$ cat config.mk
export PLATFORM = sky130hd
export DESIGN_NAME = pwm_unit
export DESIGN_NICKNAME = d
export VERILOG_FILES = /design/src/hdl/pwm_pkg.sv /design/src/hdl/wrap_counter.sv /design/src/hdl/pwm_unit.sv
export SDC_FILE = /design/constraint.sdc
export NUM_CORES = 1
export LEC_CHECK = 0
export BUFFER_PORTS_ARGS = -buffer_cell sky130_fd_sc_hd__buf_2
export CORE_MARGIN = 2
export CORE_UTILIZATION = 44
export CTS_CLUSTER_SIZE = 8
export DETAILED_ROUTE_END_ITERATION = 8
export HOLD_SLACK_MARGIN = 0.06
export SLEW_MARGIN = 20
export SYNTH_ARGS = -nofsm -noshare
export SYNTH_HDL_FRONTEND = slang
export SYNTH_HIERARCHICAL = 1
export SYNTH_SLANG_ARGS = --single-unit
$ cat constraint.sdc
create_clock -name pclk -period 6.7 [get_ports pclk]
set_input_delay 0.67 -clock pclk [delete_from_list [all_inputs] [get_ports pclk]]
set_output_delay 0.67 -clock pclk [all_outputs]
set_load 0.01 [all_outputs]
$ cat src/hdl/pwm_pkg.sv
package pwm_pkg;

  // register indices; byte address is four times the index
  localparam logic [7:0] IDX_INTERRUPT_CONTROL = 8'h0B;
  localparam logic [7:0] IDX_PERIPHERAL_FLAGS  = 8'h0C;
  localparam logic [7:0] IDX_BASE_COUNTER      = 8'h11;
  localparam logic [7:0] IDX_BASE_TIMER_CTRL   = 8'h12;
  localparam logic [7:0] IDX_DUTY_SETPOINT     = 8'h15;
  localparam logic [7:0] IDX_DUTY_ACTIVE       = 8'h16;
  localparam logic [7:0] IDX_UNIT_CONTROL      = 8'h17;
  localparam logic [7:0] IDX_PORT_C_DIRECTION  = 8'h87;
  localparam logic [7:0] IDX_PERIPHERAL_ENA    = 8'h8C;
  localparam logic [7:0] IDX_PERIOD_LIMIT      = 8'h92;

  localparam int          ADDR_W     = 12;
  localparam logic [1:0]  ADDR_LANE  = 2'h0;
  localparam logic [1:0]  ADDR_HI0   = 2'h0;

  // reset values
  localparam logic [7:0] RST_ZERO   = 8'h00;
  localparam logic [7:0] RST_PERIOD = 8'hFF;
  localparam logic [5:0] RST_DIR    = 6'h3F;

  // field positions
  localparam int BIT_BASE_MATCH_FLAG = 1;
  localparam int BIT_PIN_DIRECTION   = 2;

  // prescaler terminal counts for divide by 1, 4 and 16
  localparam logic [3:0] PRE_LAST_1  = 4'h0;
  localparam logic [3:0] PRE_LAST_4  = 4'h3;
  localparam logic [3:0] PRE_LAST_16 = 4'hF;
  localparam logic [1:0] PRE_SEL_1   = 2'h0;
  localparam logic [1:0] PRE_SEL_4   = 2'h1;
  localparam logic [1:0] FINE_LAST   = 2'h3;
  localparam logic [1:0] MODE_PWM    = 2'h3;
  localparam logic [9:0] DUTY_ZERO   = 10'h000;

  typedef struct packed {
    logic [3:0] postscale;
    logic       run;
    logic [1:0] prescale;
  } timer_ctrl_s;

  typedef struct packed {
    logic [1:0] duty_lo;
    logic [1:0] mode_hi;
    logic [1:0] mode_lo;
  } unit_ctrl_s;

endpackage

$ cat src/hdl/wrap_counter.sv
`timescale 1ns/100ps
module wrap_counter #(
  parameter int W = 4
) (
  // clock and reset
  input  wire logic         pclk,
  input  wire logic         presetn,
  // control
  input  wire logic         clr,
  input  wire logic         en,
  input  wire logic [W-1:0] last,
  // state
  output logic      [W-1:0] count,
  output logic              wrap
);

  // wrap also fires if count has run past a lowered terminal value
  assign wrap = en && (count >= last);

  always_ff @(posedge pclk or negedge presetn) begin
    if (!presetn) begin
      count <= '0;
    end else if (clr || wrap) begin
      count <= '0;
    end else if (en) begin
      count <= count + W'(1);
    end
  end

endmodule

$ cat src/hdl/pwm_unit.sv
// Notes on behaviour
// - period is (period_limit+1) times four clocks times the prescale divisor
// - base_counter clears when it matches period_limit, starting a new period
// - match drives pwm_out high, unless the new duty value is zero
// - match copies duty setpoint and low bits into the active latch
// - postscaler only paces the match flag, never the pwm period
// - duty is duty_setpoint_high8 above unit_control bits 5:4
// - high time is duty value times one clock times prescale divisor
// - duty writes land any time but apply only at the next match
// - in pwm mode software writes to duty_active_latch are ignored
// - active latch plus hidden two bits double buffer the duty value
// - pin clears when active duty equals counter extended by fine bits
// - duty beyond the period never clears the pin, giving full duty
// - prescale divisors 1, 4 and 16 time both period and duty
// - unimplemented register bits read as zero
// - clearing unit_control forces the pwm output latch low
`timescale 1ns/100ps
module pwm_unit
  import pwm_pkg::*;
(
  // apb clock and reset
  input  wire logic                      pclk,
  input  wire logic                      presetn,
  // apb slave
  input  wire logic                      psel,
  input  wire logic                      penable,
  input  wire logic                      pwrite,
  input  wire logic [pwm_pkg::ADDR_W-1:0] paddr,
  input  wire logic [31:0]               pwdata,
  output logic      [31:0]               prdata,
  output logic                           pready,
  output logic                           pslverr,
  // pin
  output logic                           pwm_out,
  output logic                           pwm_oe
);

  import pwm_pkg::*;

  timer_ctrl_s base_timer_control;
  unit_ctrl_s  unit_control;
  logic [7:0]  interrupt_control;
  logic [7:0]  peripheral_flags;
  logic [7:0]  peripheral_enables;
  logic [7:0]  base_counter;
  logic [7:0]  period_limit;
  logic [7:0]  duty_setpoint_high8;
  logic [7:0]  duty_active_latch;
  logic [1:0]  duty_hidden_lo;
  logic [5:0]  port_c_direction;

  logic [7:0]  reg_idx;
  logic        addr_ok;
  logic        hit;
  logic        setup_rd;
  logic        wr;
  logic [7:0]  wbyte;
  logic [7:0]  next_rdata;

  logic        pwm_mode;
  logic        running;
  logic [3:0]  pre_last;
  logic [3:0]  pre_count;
  logic        pre_wrap;
  logic [1:0]  fine;
  logic        fine_wrap;
  logic [3:0]  post_count;
  logic        post_wrap;
  logic        counter_wr;
  logic        match;
  logic [9:0]  duty_next;
  logic [9:0]  duty_active;
  logic [9:0]  ext_count;
  logic [9:0]  next_ext;

  // apb decode
  assign reg_idx  = paddr[9:2];
  assign addr_ok  = (paddr[1:0] == ADDR_LANE) && (paddr[ADDR_W-1:10] == ADDR_HI0);
  assign setup_rd = psel && !penable && !pwrite;
  assign wr       = psel && penable && pwrite && hit;
  assign wbyte    = pwdata[7:0];
  // zero wait state: read data is captured in the setup cycle
  assign pready   = 1'b1;
  assign pslverr  = psel && penable && !hit;

  always_comb begin
    hit = addr_ok;
    next_rdata = RST_ZERO;
    case (reg_idx)
      IDX_INTERRUPT_CONTROL: next_rdata = interrupt_control;
      IDX_PERIPHERAL_FLAGS:  next_rdata = peripheral_flags;
      IDX_BASE_COUNTER:      next_rdata = base_counter;
      IDX_BASE_TIMER_CTRL:   next_rdata = {1'b0, base_timer_control};
      IDX_DUTY_SETPOINT:     next_rdata = duty_setpoint_high8;
      IDX_DUTY_ACTIVE:       next_rdata = duty_active_latch;
      IDX_UNIT_CONTROL:      next_rdata = {2'b00, unit_control};
      IDX_PORT_C_DIRECTION:  next_rdata = {2'b00, port_c_direction};
      IDX_PERIPHERAL_ENA:    next_rdata = peripheral_enables;
      IDX_PERIOD_LIMIT:      next_rdata = period_limit;
      default:               hit = 1'b0;
    endcase
    if (!addr_ok) begin
      next_rdata = RST_ZERO;
    end
  end

  always_ff @(posedge pclk or negedge presetn) begin
    if (!presetn) begin
      prdata <= '0;
    end else if (setup_rd) begin
      prdata <= {24'h000000, next_rdata};
    end
  end

  // plain storage registers
  always_ff @(posedge pclk or negedge presetn) begin
    if (!presetn) begin
      interrupt_control   <= RST_ZERO;
      peripheral_enables  <= RST_ZERO;
      period_limit        <= RST_PERIOD;
      duty_setpoint_high8 <= RST_ZERO;
      base_timer_control  <= '0;
      unit_control        <= '0;
      port_c_direction    <= RST_DIR;
    end else if (wr) begin
      case (reg_idx)
        IDX_INTERRUPT_CONTROL: interrupt_control   <= wbyte;
        IDX_PERIPHERAL_ENA:    peripheral_enables  <= wbyte;
        IDX_PERIOD_LIMIT:      period_limit        <= wbyte;
        IDX_DUTY_SETPOINT:     duty_setpoint_high8 <= wbyte;
        IDX_BASE_TIMER_CTRL:   base_timer_control  <= wbyte[6:0];
        IDX_UNIT_CONTROL:      unit_control        <= wbyte[5:0];
        IDX_PORT_C_DIRECTION:  port_c_direction    <= wbyte[5:0];
        default:               ;
      endcase
    end
  end

  // direction bit low makes the pin an output
  assign pwm_oe   = !port_c_direction[BIT_PIN_DIRECTION];
  assign pwm_mode = (unit_control.mode_hi == MODE_PWM);
  assign running  = base_timer_control.run;

  // prescale divisor, shared by period and duty timing
  always_comb begin
    case (base_timer_control.prescale)
      PRE_SEL_1: pre_last = PRE_LAST_1;
      PRE_SEL_4: pre_last = PRE_LAST_4;
      default:   pre_last = PRE_LAST_16;
    endcase
  end

  assign counter_wr = wr && (reg_idx == IDX_BASE_COUNTER);

  // a counter write also restarts the divider chain
  wrap_counter #(.W(4)) u_prescale (
    .pclk    (pclk),
    .presetn (presetn),
    .clr     (counter_wr),
    .en      (running),
    .last    (pre_last),
    .count   (pre_count),
    .wrap    (pre_wrap)
  );

  // fine bits: two bit count of prescaler wraps at every prescale setting
  wrap_counter #(.W(2)) u_fine (
    .pclk    (pclk),
    .presetn (presetn),
    .clr     (counter_wr || match),
    .en      (pre_wrap),
    .last    (FINE_LAST),
    .count   (fine),
    .wrap    (fine_wrap)
  );

  // postscaler paces only the match flag
  wrap_counter #(.W(4)) u_postscale (
    .pclk    (pclk),
    .presetn (presetn),
    .clr     (1'b0),
    .en      (match),
    .last    (base_timer_control.postscale),
    .count   (post_count),
    .wrap    (post_wrap)
  );

  // match ends the last fine step of the period_limit count
  assign match = fine_wrap && (base_counter == period_limit);

  always_ff @(posedge pclk or negedge presetn) begin
    if (!presetn) begin
      base_counter <= RST_ZERO;
    end else if (counter_wr) begin
      base_counter <= wbyte;
    end else if (match) begin
      base_counter <= RST_ZERO;
    end else if (fine_wrap) begin
      base_counter <= base_counter + 8'h01;
    end
  end

  assign duty_next   = {duty_setpoint_high8, unit_control.duty_lo};
  assign duty_active = {duty_active_latch, duty_hidden_lo};
  assign ext_count   = {base_counter, fine};
  assign next_ext    = match ? DUTY_ZERO : (ext_count + 10'h001);

  // double buffer: software never touches the hidden low bits
  always_ff @(posedge pclk or negedge presetn) begin
    if (!presetn) begin
      duty_active_latch <= RST_ZERO;
      duty_hidden_lo    <= 2'b00;
    end else if (match) begin
      duty_active_latch <= duty_setpoint_high8;
      duty_hidden_lo    <= unit_control.duty_lo;
    end else if (wr && reg_idx == IDX_DUTY_ACTIVE && !pwm_mode) begin
      duty_active_latch <= wbyte;
    end
  end

  // output latch; a duty past the period never meets the compare
  always_ff @(posedge pclk or negedge presetn) begin
    if (!presetn) begin
      pwm_out <= 1'b0;
    end else if (wr && reg_idx == IDX_UNIT_CONTROL && wbyte[5:0] == 6'h00) begin
      pwm_out <= 1'b0;
    end else if (pwm_mode && match) begin
      pwm_out <= (duty_next != DUTY_ZERO);
    end else if (pwm_mode && pre_wrap && next_ext == duty_active) begin
      pwm_out <= 1'b0;
    end
  end

  // match flag: hardware set wins over a software clear
  always_ff @(posedge pclk or negedge presetn) begin
    if (!presetn) begin
      peripheral_flags <= RST_ZERO;
    end else begin
      if (wr && reg_idx == IDX_PERIPHERAL_FLAGS) begin
        peripheral_flags <= wbyte;
      end
      if (post_wrap) begin
        peripheral_flags[BIT_BASE_MATCH_FLAG] <= 1'b1;
      end
    end
  end

  // helper: cycles since last match, for period length checks
  logic [13:0] since_match;
  logic        seen_match;
  logic [13:0] period_cycles;
  logic [4:0]  pre_div;

  assign pre_div       = {1'b0, pre_last} + 5'h01;
  assign period_cycles = 14'(({6'h00, period_limit} + 14'h0001) * 14'h0004 * {9'h000, pre_div});

  always_ff @(posedge pclk or negedge presetn) begin
    if (!presetn) begin
      since_match <= '0;
      seen_match  <= 1'b0;
    end else if (match || counter_wr || (wr && reg_idx == IDX_BASE_TIMER_CTRL)) begin
      since_match <= 14'h0001;
      seen_match  <= match;
    end else if (running) begin
      since_match <= since_match + 14'h0001;
    end
  end

  property p_period_len;
    @(posedge pclk) disable iff (!presetn)
    match && seen_match |-> since_match == period_cycles;
  endproperty
  a_period_len: assert property (p_period_len) else $error("period length wrong");

  property p_clear_on_match;
    @(posedge pclk) disable iff (!presetn)
    match && !counter_wr |=> base_counter == RST_ZERO && fine == 2'b00;
  endproperty
  a_clear_on_match: assert property (p_clear_on_match) else $error("counter not cleared");

  property p_set_on_match;
    @(posedge pclk) disable iff (!presetn)
    pwm_mode && match && !wr |=> pwm_out == ($past(duty_next) != DUTY_ZERO);
  endproperty
  a_set_on_match: assert property (p_set_on_match) else $error("pin wrong at match");

  property p_latch_duty;
    @(posedge pclk) disable iff (!presetn)
    match |=> duty_active == $past(duty_next);
  endproperty
  a_latch_duty: assert property (p_latch_duty) else $error("duty not latched");

  property p_hold_duty;
    @(posedge pclk) disable iff (!presetn)
    pwm_mode && !match |=> $stable(duty_active);
  endproperty
  a_hold_duty: assert property (p_hold_duty) else $error("duty changed mid period");

  property p_active_ro;
    @(posedge pclk) disable iff (!presetn)
    pwm_mode && wr && reg_idx == IDX_DUTY_ACTIVE && !match |=> $stable(duty_active_latch);
  endproperty
  a_active_ro: assert property (p_active_ro) else $error("active latch written");

  property p_clear_on_compare;
    @(posedge pclk) disable iff (!presetn)
    pwm_mode && !match && !wr && pre_wrap && next_ext == duty_active |=> !pwm_out;
  endproperty
  a_clear_on_compare: assert property (p_clear_on_compare) else $error("pin not cleared");

  property p_full_duty;
    @(posedge pclk) disable iff (!presetn)
    pwm_mode && pwm_out && !wr && duty_active > {period_limit, FINE_LAST}
      && ext_count <= {period_limit, FINE_LAST} && !match |=> pwm_out;
  endproperty
  a_full_duty: assert property (p_full_duty) else $error("full duty pin dropped");

  property p_ctrl_clear;
    @(posedge pclk) disable iff (!presetn)
    wr && reg_idx == IDX_UNIT_CONTROL && wbyte == RST_ZERO |=> !pwm_out;
  endproperty
  a_ctrl_clear: assert property (p_ctrl_clear) else $error("pin not forced low");

  property p_stopped;
    @(posedge pclk) disable iff (!presetn)
    !running && !wr |=> $stable(pwm_out) && $stable(base_counter) && !$past(match);
  endproperty
  a_stopped: assert property (p_stopped) else $error("stopped timer moved");

  property p_reserved_zero;
    @(posedge pclk) disable iff (!presetn)
    setup_rd && reg_idx == IDX_UNIT_CONTROL |=> prdata[31:6] == 26'h0;
  endproperty
  a_reserved_zero: assert property (p_reserved_zero) else $error("reserved bits set");

  c_zero_duty: cover property (@(posedge pclk) disable iff (!presetn)
    pwm_mode && match && duty_next == DUTY_ZERO);
  c_full_duty: cover property (@(posedge pclk) disable iff (!presetn)
    pwm_mode && match && duty_active > {period_limit, FINE_LAST} ##1 pwm_out);
  c_mid_write: cover property (@(posedge pclk) disable iff (!presetn)
    pwm_mode && pwm_out && wr && reg_idx == IDX_DUTY_SETPOINT);
  c_flag_set: cover property (@(posedge pclk) disable iff (!presetn) post_wrap);

endmodule

==> flow_metrics.py <==
metrics = {
    "final_layout": {
        "nNetsFinal": 657,
        "design_area_mm2": 0.00637,
        "fillerInstances": 1240,
        "seq_area_mm2": 0.00242,
        "diodes": 0,
        "final_layout_size_suffix_gt1_frac": 0.160,
        "multi_input_area_mm2": 0.00318,
        "syn_to_final_growth_pct": 7.72,
    },
    "run_status": {
        "status": "completed",
    },
    "yosys": {
        "synthAdderAreaFrac": 0.0296,
        "async_flop_share": 1.00,
        "synth_seq_area_share": 0.409,
        "yosys.area_share.simple": 0.151,
        "synth_cells": 576,
        "synth-compound-area-share": 0.158,
        "syn_area_mm2": 0.00591,
        "synth_mux_area_frac": 0.149,
        "ys_types": 73,
        "synth-main-ff-cell": "dfrtp_1",
        "synth.avg_cell_area_um2": 10.3,
        "synth_xor_area_frac": 0.0290,
        "ys_ff_latch": 96,
        "synth_top_family_by_area": "compound AO/OA/AOI/OAI gates",
        "yosysWarnings": 6,
        "synth-edff-count": 0,
    },
    "cts": {
        "postCtsSetupBuffers": 0,
        "worstSkewPairLatency_ns": 0.35,
        "ctsResizeCount": 0,
        "cts.sinks": 96,
        "cts_inserted_buffers": 9,
        "clock_path_buffers": 2,
        "clock-root-buffer": "clkbuf_16",
        "cts_tree": "done",
        "clk_pin_slew_worst_paths_ns": 0.07,
        "htreeDepth": 3,
        "post_cts_hold_buffer_count": 0,
    },
    "route": {
        "vias": 4458,
        "wirelength_mm": 14.7,
        "dr.pass1.iters": 5,
        "drcViolationCount": 0,
        "routedWlPerCell_um": 19.0,
        "postRouteAntennaNets": 0,
        "drtIter0Drc": 322,
        "viasPerCell": 5.75,
    },
    "setup_path": {
        "crit_chain": "or2_2 > ha_1 > nand2b_4 > a2111oi_4 > nor3b_1 > and2_1 > nand2_1 > or3_1 > inv_2 > a21oi_1 > o32ai_1 > a31oi_1",
        "critPathKind": "reg2reg",
        "worst_path_max_delay_cell": "nor3b_1",
        "required_ns": 6.92,
        "slowest_delay_ns": 0.76,
        "r2r_cells": 12,
        "rr_endpoint": "pwm_out$_DFFE_PN0P_",
        "path_max_fanout": 39,
        "crit_path_end_kind": "register",
        "worstSetupStartpointType": "register",
        "r2r_start": "base_timer_control[1]$_DFFE_PN0P_",
        "crit_family": "simple AND/OR/NAND/NOR gates",
        "rrSetupSlack_ns": 2.40,
        "crit_arrival_ns": 4.52,
        "path_depth": 12,
        "crit_buf_inv": 1,
    },
    "floorplanning": {
        "die_w_um": 120,
        "ios": 85,
        "rows": 42,
        "die_h_um": 120,
        "core-area_mm2": 0.0132,
        "initial_core_util": 0.448,
        "dieArea_mm2": 0.0144,
    },
    "placement": {
        "place_hpwl_mm": 10.6,
        "port_buffers": 35,
        "placed_area_mm2": 0.00609,
        "gp_congestion": 0.860,
    },
    "timing": {
        "relSlewSlack": 0.398,
        "layout_min_cycle_time_ns": 4.30,
        "rsz0062_at_grt": "false",
        "finalHoldViolations": 0,
        "clock_skew_ns": 0.00657,
        "tightestPinTransition_ns": 0.902,
        "maxClockFrequency_mhz": 233,
        "period_share": 0.641,
        "setup_viol": 0,
        "finalSetupTns_ns": 0,
        "slew_viol_final": 0,
    },
    "power": {
        "power_leakage_nw": 2.98,
        "ir_drop_v": 0.000119,
        "powerDensity_mw_per_mm2": 180,
    },
    "grt": {
        "grt_pass1_wl_mm": 23.8,
        "gr-total-overflow": 0,
        "grtUsageTotal": 0.216,
        "grt_max_degree": 60,
        "antenna_found_initial": 0,
        "grt_pass1_vias": 4378,
    },
    "worst_hold_path": {
        "hp-class": "in2async",
    },
    "flow_run": {
        "max_cap_violations": 0,
    },
}
## registers in the layout, summed over array words and instances, names as in the netlist, 8 cells and up
signal	count
base_counter	8
duty_active_latch	8
duty_setpoint_high8	8
interrupt_control	8
period_limit	8
peripheral_enables	8
peripheral_flags	8
prdata	8
## area by class of cell
| type | instances | area share |
|---|---|---|
| multi-input cells | 430 | 0.499 |
| flip-flops and latches | 96 | 0.380 |
| clock buffers | 11 | 0.0397 |
| well taps | 176 | 0.0346 |
| repair buffers | 37 | 0.0302 |
| inverters | 20 | 0.0118 |
| clock inverters | 5 | 0.00491 |
## worst max-delay path by stage
stage | from | end | slack [ns]
floorplan | base_timer_control[0]$_DFFE_PN0P_ | u_postscale/count[3]$_DFFE_PN0P_ | 3.38
global route | base_timer_control[1]$_DFFE_PN0P_ | pwm_out$_DFFE_PN0P_ | 2.06
finish | base_timer_control[1]$_DFFE_PN0P_ | pwm_out$_DFFE_PN0P_ | 2.40
CTS | base_timer_control[1]$_DFFE_PN0P_ | pwm_out$_DFFE_PN0P_ | 2.48
global placement | base_timer_control[1]$_DFFE_PN0P_ | pwm_out$_DFFE_PN0P_ | 2.51
detailed placement | base_timer_control[1]$_DFFE_PN0P_ | pwm_out$_DFFE_PN0P_ | 2.52
## cells in the mapped netlist, types with 4 or more instances
cell type | instances | area [µm²]
dfrtp_1 | 82 | 2050
mux2_1 | 58 | 653
nand2_1 | 36 | 135
nor2_1 | 28 | 105
buf_4 | 26 | 195
a21oi_1 | 24 | 120
buf_2 | 18 | 90.1
a22oi_1 | 17 | 128
inv_1 | 17 | 63.8
o21ai_1 | 17 | 85.1
dfstp_2 | 14 | 368
ha_1 | 14 | 175
mux2i_1 | 14 | 140
nand3_1 | 14 | 70.1
xnor2_1 | 13 | 114
nand2b_1 | 12 | 75.1
clkbuf_1 | 11 | 41.3
o21ai_0 | 10 | 50.1
mux2_2 | 8 | 90.1
nor2b_1 | 8 | 50.1
a21o_1 | 7 | 52.6
o22ai_1 | 7 | 43.8
nor3_1 | 6 | 30.0
a211oi_1 | 5 | 37.5
a22o_1 | 5 | 43.8
a32oi_1 | 5 | 43.8
and2_1 | 5 | 31.3
and3_1 | 5 | 31.3
nand4_1 | 5 | 31.3
nor3b_1 | 5 | 37.5
a221oi_1 | 4 | 35.0
nor4_1 | 4 | 25.0
o211ai_1 | 4 | 30.0
or3_1 | 4 | 25.0
xor2_1 | 4 | 35.0
## metrics by stage
| stage | power [W] | hold slack (ns) | cells | worst slack [ns] | utilization |
|---|---|---|---|---|---|
| 6_report | 0.00114 | 0.291 | 775 | 2.40 | 0.483 |
| 5_1_grt | 0.00119 | 0.315 | 775 | 2.06 | 0.483 |
| 4_1_cts | 0.00116 | 0.298 | 775 | 2.48 | 0.483 |
| 3_5_place_dp | 0.000662 | 0.463 | 759 | 2.52 | 0.461 |
| 3_3_place_gp | 0.000661 | 0.461 | 759 | 2.51 | 0.461 |
| 2_1_floorplan | 0.000641 | 0.374 | 605 | 3.38 | - |
## cell usage in the layout (no fill, tap or decap), types with 4 or more instances in the layout
cell / instances
xor2_1: 4
nor3b_1: 5
nand3_1: 14
dfstp_2: 14
nor4_1: 4
nor3_1: 6
o22ai_1: 7
and2_1: 5
mux2i_1: 14
a21oi_1: 24
a21o_1: 7
a221oi_1: 4
mux2_1: 58
a32oi_1: 5
xnor2_1: 13
mux2_2: 8
o211ai_1: 4
a22oi_1: 17
buf_2: 34
ha_1: 14
dfrtp_1: 82
nor2b_1: 8
a22o_1: 5
conb_1: 31
o21ai_0: 10
nand4_1: 5
a211oi_1: 5
inv_1: 17
and3_1: 5
nor2_1: 28
or3_1: 4
nand2_1: 36
o21ai_1: 17
nand2b_1: 12
clkbuf_16: 9
## where the power goes
part           leakage [nW]  switching, W  internal [W]
logic                  1.58     0.0000510     0.0000167
registers              1.26    0.00000266      0.000582
clock network         0.141      0.000221      0.000270
total                  2.98      0.000275      0.000869
## logic make-up after synthesis
logic type / after synthesis
simple gates: 156
compound gates: 131
flops: 96
mux: 80
buf+inv: 79
xor+xnor: 18
fa+ha+maj: 14
other cells: 2
## worst reg2reg max path, delay by kind of cell, from the launching register on
kind	cells	cell delay, ns
adders and majority gates	1	0.28
and+or+nand+nor	6	2.26
AOI/OAI and AO/OA	4	0.62
buffers and inverters	1	0.58
DFF	1	0.44
## routing by layer
metal | global-route usage | vias to the layer above | part of all wire | wire (µm)
met3 | 0.0399 | 27 | 0.045 | 659
met1 | 0.288 | 2225 | 0.46 | 6730
met5 | 0 | - | 0 | 0
met2 | 0.345 | 118 | 0.47 | 6940
met4 | 0.0875 | 0 | 0.024 | 357
li1 | - | 2088 | - | -
Note: power is estimated with default switching activity, not from simulation.
